<file path="config.mk">
export PLATFORM = sky130hd
export DESIGN_NAME = rcsf_top
export DESIGN_NICKNAME = d
export VERILOG_FILES = /design/src/rtl/rcsf_pkg.sv /design/src/rtl/rcsf_sync.sv /design/src/rtl/rcsf_irq.sv /design/src/rtl/rcsf_top.sv
export SDC_FILE = /design/constraint.sdc
export NUM_CORES = 1
export LEC_CHECK = 0
export BUFFER_PORTS_ARGS = -buffer_cell sky130_fd_sc_hd__clkbuf_2
export CAP_MARGIN = 10
export CORE_MARGIN = 1.5
export CORE_UTILIZATION = 56
export DETAILED_ROUTE_END_ITERATION = 16
export PLACE_DENSITY = 0.89
export SLEW_MARGIN = 20
export SYNTH_ARGS = -nofsm -noshare
export SYNTH_HDL_FRONTEND = slang
export SYNTH_HIERARCHICAL = 1
export SYNTH_SLANG_ARGS = --single-unit
</file>
<file path="constraint.sdc">
create_clock -name clk -period 5.6 [get_ports clk]
set_input_delay 1.12 -clock clk [delete_from_list [all_inputs] [get_ports clk]]
set_output_delay 1.12 -clock clk [all_outputs]
set_load 0.02 [all_outputs]
</file>
<file path="src/rtl/rcsf_pkg.sv">
// Register map, field positions and reset values of the reset-cause status block
package rcsf_pkg;

    // Byte offsets on the register bus
    localparam logic [15:0] OFF_RESET_CAUSE = 16'h0000;
    localparam logic [15:0] OFF_INT_STATUS = 16'h0004;
    localparam logic [15:0] OFF_INT_MASK = 16'h0008;

    // Field positions of reset_cause_control
    localparam int unsigned BIT_TRAP_CONFLICT = 15;
    localparam int unsigned BIT_ILLEGAL_INSTR = 14;
    localparam int unsigned BIT_SW_BROWNOUT_EN = 13;
    localparam int unsigned BIT_RETENTION_SLEEP = 12;
    localparam int unsigned BIT_CONFIG_MISMATCH = 9;
    localparam int unsigned BIT_PROGMEM_SLEEP = 8;
    localparam int unsigned BIT_EXT_PIN_RESET = 7;
    localparam int unsigned BIT_SW_RESET_INSTR = 6;
    localparam int unsigned BIT_SW_WATCHDOG_EN = 5;
    localparam int unsigned BIT_WATCHDOG_TIMEOUT = 4;
    localparam int unsigned BIT_SLEEP_WAKE = 3;
    localparam int unsigned BIT_IDLE_WAKE = 2;
    localparam int unsigned BIT_BROWNOUT = 1;
    localparam int unsigned BIT_POWER_ON = 0;

    localparam int unsigned REG_W = 16;

    // Power-on value: brown-out and power-on flags both set
    localparam logic [15:0] RESET_CAUSE_RST = 16'h0003;
    // Bits 11 and 10 are unimplemented and never store a one
    localparam logic [15:0] RESET_CAUSE_WMASK = 16'hF3FF;
    // Bits that hardware events can raise, also the interrupt layout
    localparam logic [15:0] EVENT_BITS = 16'hC2DE;

    localparam logic [15:0] INT_STATUS_RST = 16'h0000;
    localparam logic [15:0] INT_MASK_RST = 16'h0000;

    // Watchdog configuration field value when left unprogrammed
    localparam logic [1:0] WDT_CFG_UNPROGRAMMED = 2'h3;
    // Watchdog enable after reset, matching an unprogrammed field
    localparam logic WDT_EN_RST = 1'b1;

endpackage

</file>
<file path="src/rtl/rcsf_sync.sv">
// Two-stage synchroniser for a pin with a falling-edge pulse
`timescale 1ns/10ps
module rcsf_sync #(
    parameter logic IDLE_LEVEL = 1'b1
) (
    input wire logic clk,   // System clock
    input wire logic rstn,  // Asynchronous reset, active low
    input wire logic pin,   // Asynchronous pin level
    output logic level,     // Synchronised level
    output logic fall       // One-cycle pulse on a high-to-low change
);

    logic meta_q;
    logic meta_d;
    logic sync_q;
    logic sync_d;
    logic prev_q;
    logic prev_d;

    always_comb
    begin
        meta_d = pin;
        sync_d = meta_q;
        prev_d = sync_q;
    end

    // Resets to the idle level so release of reset fakes no edge
    always_ff @(posedge clk or negedge rstn)
    begin
        if (!rstn)
        begin
            meta_q <= IDLE_LEVEL;
            sync_q <= IDLE_LEVEL;
            prev_q <= IDLE_LEVEL;
        end
        else
        begin
            meta_q <= meta_d;
            sync_q <= sync_d;
            prev_q <= prev_d;
        end
    end

    assign level = sync_q;
    assign fall = prev_q & ~sync_q;

endmodule

</file>
<file path="src/rtl/rcsf_irq.sv">
// Sticky interrupt status with read-to-clear, mask and one level output
`timescale 1ns/10ps
module rcsf_irq #(
    parameter int unsigned W = 16
) (
    input wire logic clk,             // System clock
    input wire logic rstn,            // Asynchronous reset, active low
    input wire logic [W-1:0] evt,     // Event pulses, one bit per source
    input wire logic [W-1:0] rd_clr,  // Bits to clear after a status read
    input wire logic mask_we,         // Mask write strobe
    input wire logic [W-1:0] mask_wd, // Next mask value when strobed
    output logic [W-1:0] status,      // Sticky status
    output logic [W-1:0] mask,        // Mask, one enables the source
    output logic irq                  // Level interrupt
);

    logic [W-1:0] status_q;
    logic [W-1:0] status_d;
    logic [W-1:0] mask_q;
    logic [W-1:0] mask_d;
    logic irq_q;
    logic irq_d;

    // Elaboration check on the width
    if (W < 1 || W > 32)
    begin
        $error("rcsf_irq: width out of range");
    end

    always_comb
    begin
        // A new event wins over the clear of the same bit
        status_d = (status_q & ~rd_clr) | evt;
        mask_d = mask_we ? mask_wd : mask_q;
        irq_d = |(status_d & mask_d);
    end

    always_ff @(posedge clk or negedge rstn)
    begin
        if (!rstn)
        begin
            status_q <= W'(rcsf_pkg::INT_STATUS_RST);
            mask_q <= W'(rcsf_pkg::INT_MASK_RST);
            irq_q <= 1'b0;
        end
        else
        begin
            status_q <= status_d;
            mask_q <= mask_d;
            irq_q <= irq_d;
        end
    end

    assign status = status_q;
    assign mask = mask_q;
    assign irq = irq_q;

endmodule

</file>
<file path="src/rtl/rcsf_top.sv">
// Reset-cause status register with APB access and event interrupt
`timescale 1ns/10ps
module rcsf_top #(
    parameter int unsigned ADDR_W = 12
) (
    input wire logic clk,                        // System clock, 25 MHz
    input wire logic rstn,                       // Power-on reset, async, active low
    input wire logic psel,                       // APB select
    input wire logic penable,                    // APB access phase
    input wire logic pwrite,                     // APB direction, high for write
    input wire logic [ADDR_W-1:0] paddr,         // APB byte address
    input wire logic [31:0] pwdata,              // APB write data
    input wire logic [3:0] pstrb,                // APB write byte strobes
    output logic [31:0] prdata,                  // APB read data
    output logic pready,                         // APB ready
    output logic pslverr,                        // APB error, unmapped address
    input wire logic trap_conflict_evt,          // Trap conflict event pulse
    input wire logic illegal_instr_evt,          // Illegal opcode or bad pointer pulse
    input wire logic config_mismatch_evt,        // Configuration mismatch pulse
    input wire logic sw_reset_instr_evt,         // Reset instruction pulse
    input wire logic watchdog_timeout_evt,       // Watchdog expiry pulse
    input wire logic brownout_evt,               // Brown-out reset pulse
    input wire logic power_save_instruction,     // Power-save instruction pulse
    input wire logic power_save_idle,            // With the pulse: high idle, low sleep
    input wire logic master_clear_pin,           // External reset pin, active low
    input wire logic [1:0] watchdog_config_field, // Watchdog configuration field
    output logic sw_brownout_enable,             // Software brown-out enable
    output logic retention_sleep_enable,         // Retention regulator in sleep
    output logic progmem_sleep_power,            // Program memory biased in sleep
    output logic watchdog_enable,                // Effective watchdog enable
    output logic irq                             // Interrupt, active high level
);

    localparam int unsigned W = rcsf_pkg::REG_W;

    // Elaboration checks: the map reaches 0x8 and every field constant is 16 bits
    if (ADDR_W < 4 || ADDR_W > 16)
    begin
        $error("rcsf_top: ADDR_W must lie between 4 and 16");
    end
    if (W != 16)
    begin
        $error("rcsf_top: register width must be 16");
    end

    // Byte strobes of the low half word as a bit mask
    function automatic logic [15:0] lane_mask(input logic [3:0] strb);
        lane_mask = {{8{strb[1]}}, {8{strb[0]}}};
    endfunction

    // Byte-lane merge of write data into a stored value
    function automatic logic [15:0] merge_lanes(input logic [15:0] old, input logic [15:0] wd,
        input logic [15:0] m);
        merge_lanes = (old & ~m) | (wd & m);
    endfunction

    function automatic logic addr_hit(input logic [ADDR_W-1:0] a, input logic [15:0] off);
        addr_hit = (a == ADDR_W'(off));
    endfunction

    logic pin_fall;

    rcsf_sync #(
        .IDLE_LEVEL(1'b1)
    ) u_pin_sync (
        .clk(clk),
        .rstn(rstn),
        .pin(master_clear_pin),
        .level(),
        .fall(pin_fall)
    );

    // Bus handshake and decode
    logic access;
    logic done;
    logic sel_cause;
    logic sel_status;
    logic sel_mask;
    logic mapped;
    logic wr_cause;
    logic wr_mask;
    logic rd_status;
    logic [15:0] wmask;

    logic pready_q;
    logic pready_d;
    logic pslverr_q;
    logic pslverr_d;
    logic [31:0] prdata_q;
    logic [31:0] prdata_d;
    logic [15:0] rd_clr_q;
    logic [15:0] rd_clr_d;

    logic [15:0] cause_q;
    logic [15:0] cause_d;
    logic [15:0] hw_set;
    logic [15:0] hw_clr;
    logic [15:0] evt_vec;
    logic sleep_entry;
    logic idle_entry;
    logic wdt_en_q;
    logic wdt_en_d;

    logic [15:0] int_status;
    logic [15:0] int_mask;
    logic [15:0] mask_wd;

    always_comb
    begin
        access = psel & penable;
        // The access phase lasts two cycles: pready rises one cycle in
        done = access & pready_q;
        sel_cause = 1'b0;
        sel_status = 1'b0;
        sel_mask = 1'b0;
        if (addr_hit(paddr, rcsf_pkg::OFF_RESET_CAUSE))
            sel_cause = 1'b1;
        else if (addr_hit(paddr, rcsf_pkg::OFF_INT_STATUS))
            sel_status = 1'b1;
        else if (addr_hit(paddr, rcsf_pkg::OFF_INT_MASK))
            sel_mask = 1'b1;
        mapped = sel_cause | sel_status | sel_mask;
        wmask = lane_mask(pstrb);
        wr_cause = done & pwrite & sel_cause;
        wr_mask = done & pwrite & sel_mask;
        rd_status = done & ~pwrite & sel_status;
    end

    always_comb
    begin
        pready_d = access & ~pready_q;
        pslverr_d = pslverr_q;
        prdata_d = prdata_q;
        rd_clr_d = rd_clr_q;
        if (access & ~pready_q)
        begin
            pslverr_d = ~mapped;
            prdata_d = 32'h0000_0000;
            rd_clr_d = 16'h0000;
            if (!pwrite)
            begin
                if (sel_cause)
                    prdata_d = {16'h0000, cause_q & rcsf_pkg::RESET_CAUSE_WMASK};
                else if (sel_status)
                begin
                    prdata_d = {16'h0000, int_status};
                    // Only the bits software saw are cleared, later events stay
                    rd_clr_d = int_status;
                end
                else if (sel_mask)
                    prdata_d = {16'h0000, int_mask};
            end
        end
        else if (done)
        begin
            pslverr_d = 1'b0;
            rd_clr_d = 16'h0000;
        end
    end

    always_ff @(posedge clk or negedge rstn)
    begin
        if (!rstn)
        begin
            pready_q <= 1'b0;
            pslverr_q <= 1'b0;
            prdata_q <= 32'h0000_0000;
            rd_clr_q <= 16'h0000;
        end
        else
        begin
            pready_q <= pready_d;
            pslverr_q <= pslverr_d;
            prdata_q <= prdata_d;
            rd_clr_q <= rd_clr_d;
        end
    end

    // Hardware events mapped onto their flag positions
    always_comb
    begin
        sleep_entry = power_save_instruction & ~power_save_idle;
        idle_entry = power_save_instruction & power_save_idle;
        hw_set = 16'h0000;
        hw_set[rcsf_pkg::BIT_TRAP_CONFLICT] = trap_conflict_evt;
        hw_set[rcsf_pkg::BIT_ILLEGAL_INSTR] = illegal_instr_evt;
        hw_set[rcsf_pkg::BIT_CONFIG_MISMATCH] = config_mismatch_evt;
        hw_set[rcsf_pkg::BIT_EXT_PIN_RESET] = pin_fall;
        hw_set[rcsf_pkg::BIT_SW_RESET_INSTR] = sw_reset_instr_evt;
        hw_set[rcsf_pkg::BIT_WATCHDOG_TIMEOUT] = watchdog_timeout_evt;
        hw_set[rcsf_pkg::BIT_SLEEP_WAKE] = sleep_entry;
        hw_set[rcsf_pkg::BIT_IDLE_WAKE] = idle_entry;
        hw_set[rcsf_pkg::BIT_BROWNOUT] = brownout_evt;
        evt_vec = hw_set & rcsf_pkg::EVENT_BITS;
        hw_clr = 16'h0000;
        hw_clr[rcsf_pkg::BIT_WATCHDOG_TIMEOUT] = power_save_instruction;
    end

    always_comb
    begin
        cause_d = cause_q;
        if (wr_cause)
            cause_d = merge_lanes(cause_q, pwdata[15:0], wmask);
        // Hardware clears act after the software write
        cause_d = cause_d & ~hw_clr;
        // A hardware set wins over any clear in the same cycle
        cause_d = cause_d | hw_set;
        cause_d = cause_d & rcsf_pkg::RESET_CAUSE_WMASK;
        wdt_en_d = (watchdog_config_field == rcsf_pkg::WDT_CFG_UNPROGRAMMED)
            | cause_d[rcsf_pkg::BIT_SW_WATCHDOG_EN];
    end

    always_ff @(posedge clk or negedge rstn)
    begin
        if (!rstn)
        begin
            cause_q <= rcsf_pkg::RESET_CAUSE_RST;
            wdt_en_q <= rcsf_pkg::WDT_EN_RST;
        end
        else
        begin
            cause_q <= cause_d;
            wdt_en_q <= wdt_en_d;
        end
    end

    always_comb
    begin
        mask_wd = merge_lanes(int_mask, pwdata[15:0] & rcsf_pkg::EVENT_BITS, wmask);
    end

    rcsf_irq #(
        .W(W)
    ) u_irq (
        .clk(clk),
        .rstn(rstn),
        .evt(evt_vec),
        .rd_clr(rd_clr_q & {16{rd_status}}),
        .mask_we(wr_mask),
        .mask_wd(mask_wd),
        .status(int_status),
        .mask(int_mask),
        .irq(irq)
    );

    assign prdata = prdata_q;
    assign pready = pready_q;
    assign pslverr = pslverr_q;
    assign sw_brownout_enable = cause_q[rcsf_pkg::BIT_SW_BROWNOUT_EN];
    assign retention_sleep_enable = cause_q[rcsf_pkg::BIT_RETENTION_SLEEP];
    assign progmem_sleep_power = cause_q[rcsf_pkg::BIT_PROGMEM_SLEEP];
    assign watchdog_enable = wdt_en_q;

endmodule

</file>
==> reports/qor_table.md, run 1 <==
| Group | Metric | This run |
|:---|:---|:---|
| sta | Final period demand of the worst path | 3940 ps |
| detailed routing | Via count normalized by instance count | 5.693 |
| sta | Headroom to the max-slew limit | 41.61% |
| die | IO Count | 103 |
| worst setup path | Worst Setup EP | u_irq/irq |
| global route | Maximum number of pins on one net before global-route repair | 86 |
| die | Horizontal die dimension | 89.71 um |
| worst setup path | Number of cell instances on the worst register-to-register path | 8 |
| finish | Final core utilization | 66.24% |
| cts | Clk buf depth | 2 |
| placement | RePlAce Congestion | 0.8182 |
| finish | Layout cell share with drive strength beyond 1 | 31.00% |
| synthesis | Share of the synthesized netlist area taken by xor and xnor gates | 0% |
| worst setup path | Worst path cell trace | clkbuf_2, nor4_4, nand3_2, nor2_1, buf_4, mux2_2, o21ai_0, nand4_1, or4_1 |
| cts | Buffer type at the clock tree root | sky130_fd_sc_hd__clkbuf_8 |
| placement | Number of port buffers | 66 |
| cts | Clk sinks | 85 |
| cts | Inserted Clock Buffers | 9 |
| pwr | LEAKAGE | 0.002311 uW |
| sta | Hold Violations, Final | 0 |
| cts | Post-cts sizing count | 0 |
| synthesis | Dominant combinational cell family by area after synthesis | simple AND/OR/NAND/NOR gates |
| worst setup path | Crit path from | paddr[5] |
| worst setup path | Element type at the critical path end | flop |
| worst setup path | CP max-delay cell | sky130_fd_sc_hd__nor2_1 |
| synthesis | YS warnings | 6 |
| sta | Post-route clock period utilization | 70.35% |
| worst setup path | Largest stage delay on the critical path | 720 ps |
| cts | CTS HTree Levels | 3 |
| synthesis | Synth top area cells | sky130_fd_sc_hd__dfrtp_1 (47%), sky130_fd_sc_hd__mux2_2 (6.2%), sky130_fd_sc_hd__nor2b_1 (3.9%) |
| min path | Path type of the worst min-delay path | reg -> reg |
| global route | GRT overflow | 0 |
| synthesis | Combined area of all synthesized cells | 4210 sq um |
| finish | Area added between synthesis and finish | 14.12% |
| die | Die footprint | 8048 sq um |
| synthesis | Arithmetic-cell share of the synthesized area counting full adders, half adders and majority gates | 0% |
| job | Max cap viols | 0 |
| synthesis | Synth cell types | 41 |
| worst setup path | Reg-to-Reg End | u_irq/irq |
| finish | Number of inserted diodes | 0 |
| synthesis | Sequential cell area fraction in the yosys report | 50.70% |
| synthesis | Cell type contributing the most total cell area after synthesis | sky130_fd_sc_hd__dfrtp_1 |
| sta | Final setup skew | 6.836 ps |
| cts | Hold bufs inserted after CTS | 0 |
| sta | Worst hold slack after final layout | 357.0 ps |
| sta | Setup repair after global routing missed its margin | no |
| detailed routing | First-pass iteration count of the detailed router | 5 |
| cts | Insertion delay of the later-clocked pin in the worst-skew pair | 350 ps |
| worst setup path | Required time reported for the critical path endpoint | 5820 ps |
| detailed routing | Antenna-violating nets left | 0 |
| sta | Final setup violating endpoints | 0 |
| cts | Clock tree from TritonCTS | yes |
| global route | Vias in the first global route | 3327 |
| cts | Clock Pin Slew Worst Setup and Hold Paths | 80 ps |
| status | Result of the run | complete, no violations |
| synthesis | Synth Instances | 389 |
| worst setup path | Worst Setup Path Type | in -> reg |
| synthesis | Synthesized area per cell | 10.82 sq um |
| sta | Final number of max-transition violations | 0 |
| die | DIE HEIGHT | 89.71 um |
| detailed routing | Initial drt markers | 189 |
| synthesis | Multiplexer fraction of the synthesized cell area | 9.985% |
| die | Initial core utilization | 58.05% |
| synthesis | Share of the synthesized area in the top cell type | 46.95% |
| worst setup path | Startpoint Class | input pin |
| sta | Worst Max-Slew Pin Slew | 872.6 ps |
| sta | Final TNS setup | 0 ps |
| worst setup path | Crit Path Max Fanout | 10 |
| pwr | Power density normalized to cell area | 243.0 nW/um^2 |
| synthesis | Simple-gate portion of the synthesized area | 19.58% |
| worst setup path | Worst reg2reg startpoint | pready |
| global route | GRT Total Usage | 25.26% |
| worst setup path | Worst setup slack for register-to-register paths | 2390 ps |
| placement | HPWL after DPL | 6471 um |
| worst setup path | Data arrival time at the worst-slack endpoint | 4160 ps |
| pwr | Max IR drop VDD | 0.0001242 V |
| sta | Maximum clock frequency | 0.2538 GHz |
| detailed routing | Vias after detailed routing | 3245 |
| detailed routing | Routed wire length | 9693 um |
| synthesis | Seq cells post-synth | 85 |
| global route | First-pass GRT wire length | 16050 um |
| synthesis | Post-synthesis compound-gate area fraction | 13.19% |
| cts | # Post-CTS Setup Buffers | 0 |
| global route | Initial antenna violation count | 0 |
| finish | Fin nets | 530 |
| die | Area of the placeable core | 7253 sq um |
| detailed routing | Wirelength per Cell | 17.01 um |
| die | Number of placement rows | 31 |
| detailed routing | # DRC | 0 |
==> worst min-delay path by stage <==
stage / from / endpoint / slack, ps / cells after the start
2_1_floorplan: u_pin_sync/meta_q / u_pin_sync/level / 350 / 0
3_3_place_gp: u_pin_sync/meta_q / u_pin_sync/level / 350 / 0
3_5_place_dp: u_pin_sync/meta_q / u_pin_sync/level / 350 / 0
4_1_cts: u_pin_sync/meta_q / u_pin_sync/level / 360 / 0
5_1_grt: u_pin_sync/meta_q / u_pin_sync/level / 360 / 0
6_report: u_pin_sync/meta_q / u_pin_sync/level / 360 / 0
==> logic make-up (layout without fill, tap and decap cells) <==
family          count (synthesis)  in the layout
buf+inv                        48            101
flops                          85             85
simple gates                  133            133
mux                            36             36
compound gates                 86             86
other cells                     1             30
==> metal layers <==
metal,vias to the layer above,track usage [%],wire length (um)
met5,-,0,0
li1,1465,-,-
met4,0,10.32,247
met2,142,43.00,4877
met1,1615,30.74,4006
met3,23,6.345,562
==> final cells by class <==
class	count	area, sq um
multi-input combinational	285	1919
timing repair buffer	69	359.1
clock buffer	12	135.1
clock inverter	4	72.57
tap	99	123.9
fill	546	2449
sequential	85	2135
inverter	16	60.06
==> sequential cells by signal, summed over array words and instances, names as in the netlist, named ones only <==
signal             count
prdata                16
rd_clr_q              16
u_irq/mask            16
u_irq/status          16
cause_q               10
pready                 1
pslverr                1
u_irq/irq              1
u_pin_sync/level       1
u_pin_sync/meta_q      1
u_pin_sync/prev_q      1
watchdog_enable        1
==> cell usage after synthesis <==
cell type                  count
sky130_fd_sc_hd__and2_1       17
sky130_fd_sc_hd__clkinv_1      1
sky130_fd_sc_hd__conb_1        1
sky130_fd_sc_hd__nor4_4        3
sky130_fd_sc_hd__or4b_1        1
sky130_fd_sc_hd__dfrtp_1      79
sky130_fd_sc_hd__buf_6         1
sky130_fd_sc_hd__nand4_2       1
sky130_fd_sc_hd__nand4b_1      1
sky130_fd_sc_hd__nor2b_1      26
sky130_fd_sc_hd__nor3_2        1
sky130_fd_sc_hd__or4_1         1
sky130_fd_sc_hd__nand4_4       1
sky130_fd_sc_hd__nor2_1       28
sky130_fd_sc_hd__clkbuf_1     12
sky130_fd_sc_hd__buf_4        18
sky130_fd_sc_hd__dfstp_2       6
sky130_fd_sc_hd__buf_12        1
sky130_fd_sc_hd__a211o_1       3
sky130_fd_sc_hd__o21ai_0       9
sky130_fd_sc_hd__mux2i_1       6
sky130_fd_sc_hd__nor2_4        1
sky130_fd_sc_hd__nand3_2       2
sky130_fd_sc_hd__nand4_1       5
sky130_fd_sc_hd__o21ai_1       7
sky130_fd_sc_hd__mux2_1        1
sky130_fd_sc_hd__nor2b_4       1
sky130_fd_sc_hd__and4_1        5
sky130_fd_sc_hd__mux2_4        6
sky130_fd_sc_hd__mux2_2       23
sky130_fd_sc_hd__inv_1        15
sky130_fd_sc_hd__nand3_1       1
sky130_fd_sc_hd__nor4bb_1      1
sky130_fd_sc_hd__nand2_1      20
sky130_fd_sc_hd__or2_2        17
sky130_fd_sc_hd__a21o_1        1
sky130_fd_sc_hd__a22o_1       17
sky130_fd_sc_hd__o31ai_1      14
sky130_fd_sc_hd__o21ai_2       2
sky130_fd_sc_hd__a21oi_1      31
sky130_fd_sc_hd__a22oi_1       2
==> layout by cell type, fill, tap and decap left out, types with 5 or more instances in the layout <==
cell and instances:
sky130_fd_sc_hd__dfstp_2 6, sky130_fd_sc_hd__nor2_1 28, sky130_fd_sc_hd__nand4_1 5, sky130_fd_sc_hd__mux2_4 6
sky130_fd_sc_hd__o31ai_1 14, sky130_fd_sc_hd__a21oi_1 31, sky130_fd_sc_hd__dfrtp_1 79, sky130_fd_sc_hd__o21ai_1 7
sky130_fd_sc_hd__nand2_1 20, sky130_fd_sc_hd__or2_2 17, sky130_fd_sc_hd__conb_1 30, sky130_fd_sc_hd__a22o_1 17
sky130_fd_sc_hd__mux2_2 23, sky130_fd_sc_hd__and4_1 5, sky130_fd_sc_hd__clkbuf_8 9, sky130_fd_sc_hd__inv_1 15
sky130_fd_sc_hd__mux2i_1 6, sky130_fd_sc_hd__clkbuf_2 65, sky130_fd_sc_hd__o21ai_0 9, sky130_fd_sc_hd__and2_1 17
sky130_fd_sc_hd__nor2b_1 26
==> report_power, final <==
part           switching, uW  internal, uW
clock network            210           251
logic                   61.3          25.4
registers               1.79           618
total                    273           894
==> metrics by stage <==
| step | power [uW] | instances | cell area (sq um) | worst slack [ps] |
|---|---|---|---|---|
| 6_report | 1168 | 570 | 4805 | 1660 |
| 5_1_grt | 1209 | 570 | 4805 | 1655 |
| 4_1_cts | 1177 | 570 | 4801 | 1748 |
| 3_5_place_dp | 717.2 | 554 | 4593 | 1413 |
| 3_3_place_gp | 714.7 | 554 | 4587 | 1490 |
| 2_1_floorplan | 682.4 | 418 | 4319 | 2389 |
==> worst max-delay path: cells and delay by family <==
family          cells  cell delay, ps
mux                 1             370
compound gates      1             110
buf+inv             2             450
simple gates        5            2100
Power figures use the tool's default switching activity.
==> inputs of run 2 (changes only) <==
--- a/config.mk
+++ b/config.mk
@@ -8,9 +8,9 @@
 export BUFFER_PORTS_ARGS = -buffer_cell sky130_fd_sc_hd__clkbuf_2
 export CAP_MARGIN = 10
 export CORE_MARGIN = 1.5
-export CORE_UTILIZATION = 56
+export CORE_UTILIZATION = 54
 export DETAILED_ROUTE_END_ITERATION = 16
-export PLACE_DENSITY = 0.89
+export PLACE_DENSITY = 0.87
 export SLEW_MARGIN = 20
 export SYNTH_ARGS = -nofsm -noshare
 export SYNTH_HDL_FRONTEND = slang
==> constraint.sdc (replaced) <==
create_clock -name clk -period 3.95 [get_ports clk]
set_input_delay 0.79 -clock clk [delete_from_list [all_inputs] [get_ports clk]]
set_output_delay 0.79 -clock clk [all_outputs]
set_load 0.02 [all_outputs]
==> run 2 against run 1 <==
Core utilization down 3.1 points. Critical path depth unchanged. Cell area increased by 0.55%. Critical path type unchanged.
==> reports/qor_table.md, run 2 (synthesis gave the netlist of run 1 again) <==
| Group | Metric | This run |
|:---|:---|:---|
| detailed routing | Vias after detailed routing | 3169 |
| worst setup path | Worst Setup Path Type | in -> reg |
| finish | Most frequent cells in the layout | sky130_fd_sc_hd__dfrtp_1 (79), sky130_fd_sc_hd__clkbuf_2 (65), sky130_fd_sc_hd__a21oi_1 (31), sky130_fd_sc_hd__conb_1 (30), sky130_fd_sc_hd__nor2_1 (28) |
| placement | Minimum setup slack after placement | 618.2 ps |
| die | IO Count | 103 |
| placement | HPWL after DPL | 6463 um |
| pwr | Max IR drop VDD | 0.0001977 V |
| cts | Inserted Clock Buffers | 9 |
| cts | Clk buf depth | 2 |
| job | Max cap viols | 0 |
| sta | Worst Max-Slew Pin Slew | 755.5 ps |
| min path | Cell depth of the worst hold path | 0 |
| sta | Final TNS setup | 0 ps |
| placement | Number of port buffers | 66 |
| detailed routing | Routed wire length | 9685 um |
| cts | CTS HTree Levels | 3 |
| global route | GRT overflow | 0 |
| die | Number of placement rows | 32 |
| sta | Post-route clock period utilization | 76.79% |
| worst setup path | CP max-delay cell | sky130_fd_sc_hd__or4_1 |
| sta | Final setup violating endpoints | 0 |
| detailed routing | Wirelength per Cell | 16.81 um |
| sta | Final number of max-transition violations | 0 |
| sta | Setup repair after global routing missed its margin | no |
| worst setup path | Path length in cells of the critical path | 9 |
| cts | Clock tree from TritonCTS | yes |
| finish | Fin nets | 533 |
| sta | Final period demand of the worst path | 3033 ps |
| die | Initial core utilization | 55.06% |
| detailed routing | Antenna-violating nets left | 0 |
| cts | Post-cts sizing count | 0 |
| cts | Hold bufs inserted after CTS | 0 |
| sta | Maximum clock frequency | 0.3297 GHz |
| pwr | Combinational fraction of design power | 7.3% |
| pwr | Power density normalized to cell area | 346.0 nW/um^2 |
| finish | Register Area | 2135 sq um |
| placement | Number of instances in the placed design | 560 |
| finish | # fillers | 602 |
| placement | RePlAce Congestion | 0.8236 |
| die | DIE HEIGHT | 91.30 um |
| finish | Area of the multi-input gates | 1913 sq um |
| global route | First-pass GRT wire length | 15790 um |
| finish | Number of inserted diodes | 0 |
| worst setup path | Number of cell instances on the worst register-to-register path | 8 |
| global route | Initial antenna violation count | 0 |
| sta | Headroom to the max-slew limit | 49.63% |
| sta | Final setup skew | 10.90 ps |
| worst setup path | Required time reported for the critical path endpoint | 4160 ps |
| worst setup path | Element type at the critical path end | flop |
| min path | Path type of the worst min-delay path | reg -> reg |
| pwr | LEAKAGE | 0.002330 uW |
| detailed routing | # DRC | 0 |
| finish | Layout cell share with drive strength beyond 1 | 31.86% |
| worst setup path | Crit Path Max Fanout | 11 |
| detailed routing | Via count normalized by instance count | 5.502 |
| pwr | Flop pwr share | 52.5% |
| cts | Clk sinks | 85 |
| worst setup path | Startpoint Class | input pin |
| detailed routing | First-pass iteration count of the detailed router | 4 |
| finish | Finished Layout Cells | 576 |
| die | Horizontal die dimension | 91.30 um |
| worst setup path | Data arrival time at the worst-slack endpoint | 3240 ps |
| status | Result of the run | complete, no violations |
| pwr | Switching part of the total | 24.11% |
| sta | Final critical-path setup slack | 916.7 ps |
| cts | # Post-CTS Setup Buffers | 0 |
| finish | Most common library cell in the layout ignoring fill and taps | sky130_fd_sc_hd__dfrtp_1 |
| global route | GRT Total Usage | 24.56% |
| sta | Hold Violations, Final | 0 |
| pwr | Clock Power Share | 40.2% |
| worst setup path | Worst path top cell family by delay | simple AND/OR/NAND/NOR gates |
| die | Area of the placeable core | 7647 sq um |
| pwr | P_sw | 402.9 uW |
| cts | Clock Pin Slew Worst Setup and Hold Paths | 80 ps |
| pwr | Cell Int Power | 1268 uW |
| worst setup path | Worst path cell trace | clkbuf_2, nor4_4, nand3_2, nor2_1, buf_4, mux2_2, o21ai_0, nand4_1, or4_1 |
| finish | Area added between synthesis and finish | 14.74% |
| worst setup path | Largest stage delay on the critical path | 600 ps |
| global route | Vias in the first global route | 3189 |
| die | Die footprint | 8336 sq um |
| cts | Buffer type at the clock tree root | sky130_fd_sc_hd__clkbuf_8 |
| pwr | Overall power | 1671 uW |
| global route | Maximum number of pins on one net before global-route repair | 86 |
| cts | Insertion delay of the later-clocked pin in the worst-skew pair | 360 ps |
| worst setup path | Count of buffer and inverter cells on the critical path | 2 |
| detailed routing | Initial drt markers | 225 |
## run 2: cell type report
class	instances	share of cell area, %
flip-flops and latches	85	44.19
repair buffers	72	7.900
well taps	102	2.642
inverters	16	1.243
clock buffers	10	2.642
clock inverters	6	1.787
multi-input cells	285	39.60
## run 2: power by group through the flow
stage               sequential, uW  clock, uW  combinational (uW)
finish                         878        672                 121
global route                   879        712                 133
CTS                            878        673                 121
detailed placement             895          0                 120
global placement               895          0                 118
floorplan                      899          0                68.8
## run 2: per-stage QoR
step / instance area [sq um] / hold slack, ps / util, %
detailed placement: 4613 / 347.0 / 60.32
global placement: 4613 / 345.4 / 60.32
CTS: 4827 / 359.4 / 63.12
global route: 4831 / 363.6 / 63.17
finish: 4831 / 358.8 / 63.17
floorplan: 4319 / 345.2 / -
## run 2: final timing paths
check                                  startpoint          endpoint  slack, ps
worst max register to register             pready         u_irq/irq       1360
worst min register to register  u_pin_sync/meta_q  u_pin_sync/level        360
worst max-delay path                     paddr[5]         u_irq/irq        920
min in group asynchronous                    rstn        cause_q[7]        450
max in group asynchronous                    rstn     u_irq/mask[7]       2960
worst min-delay path            u_pin_sync/meta_q  u_pin_sync/level        360
## run 2: per-layer routing
layer	part of all wire [%]	vias to the layer above	global-route usage, %
li1	-	1464	-
met1	41	1572	30.02
met2	51	105	41.29
met3	4.6	28	3.601
met4	3.4	0	14.19
met5	0	-	0
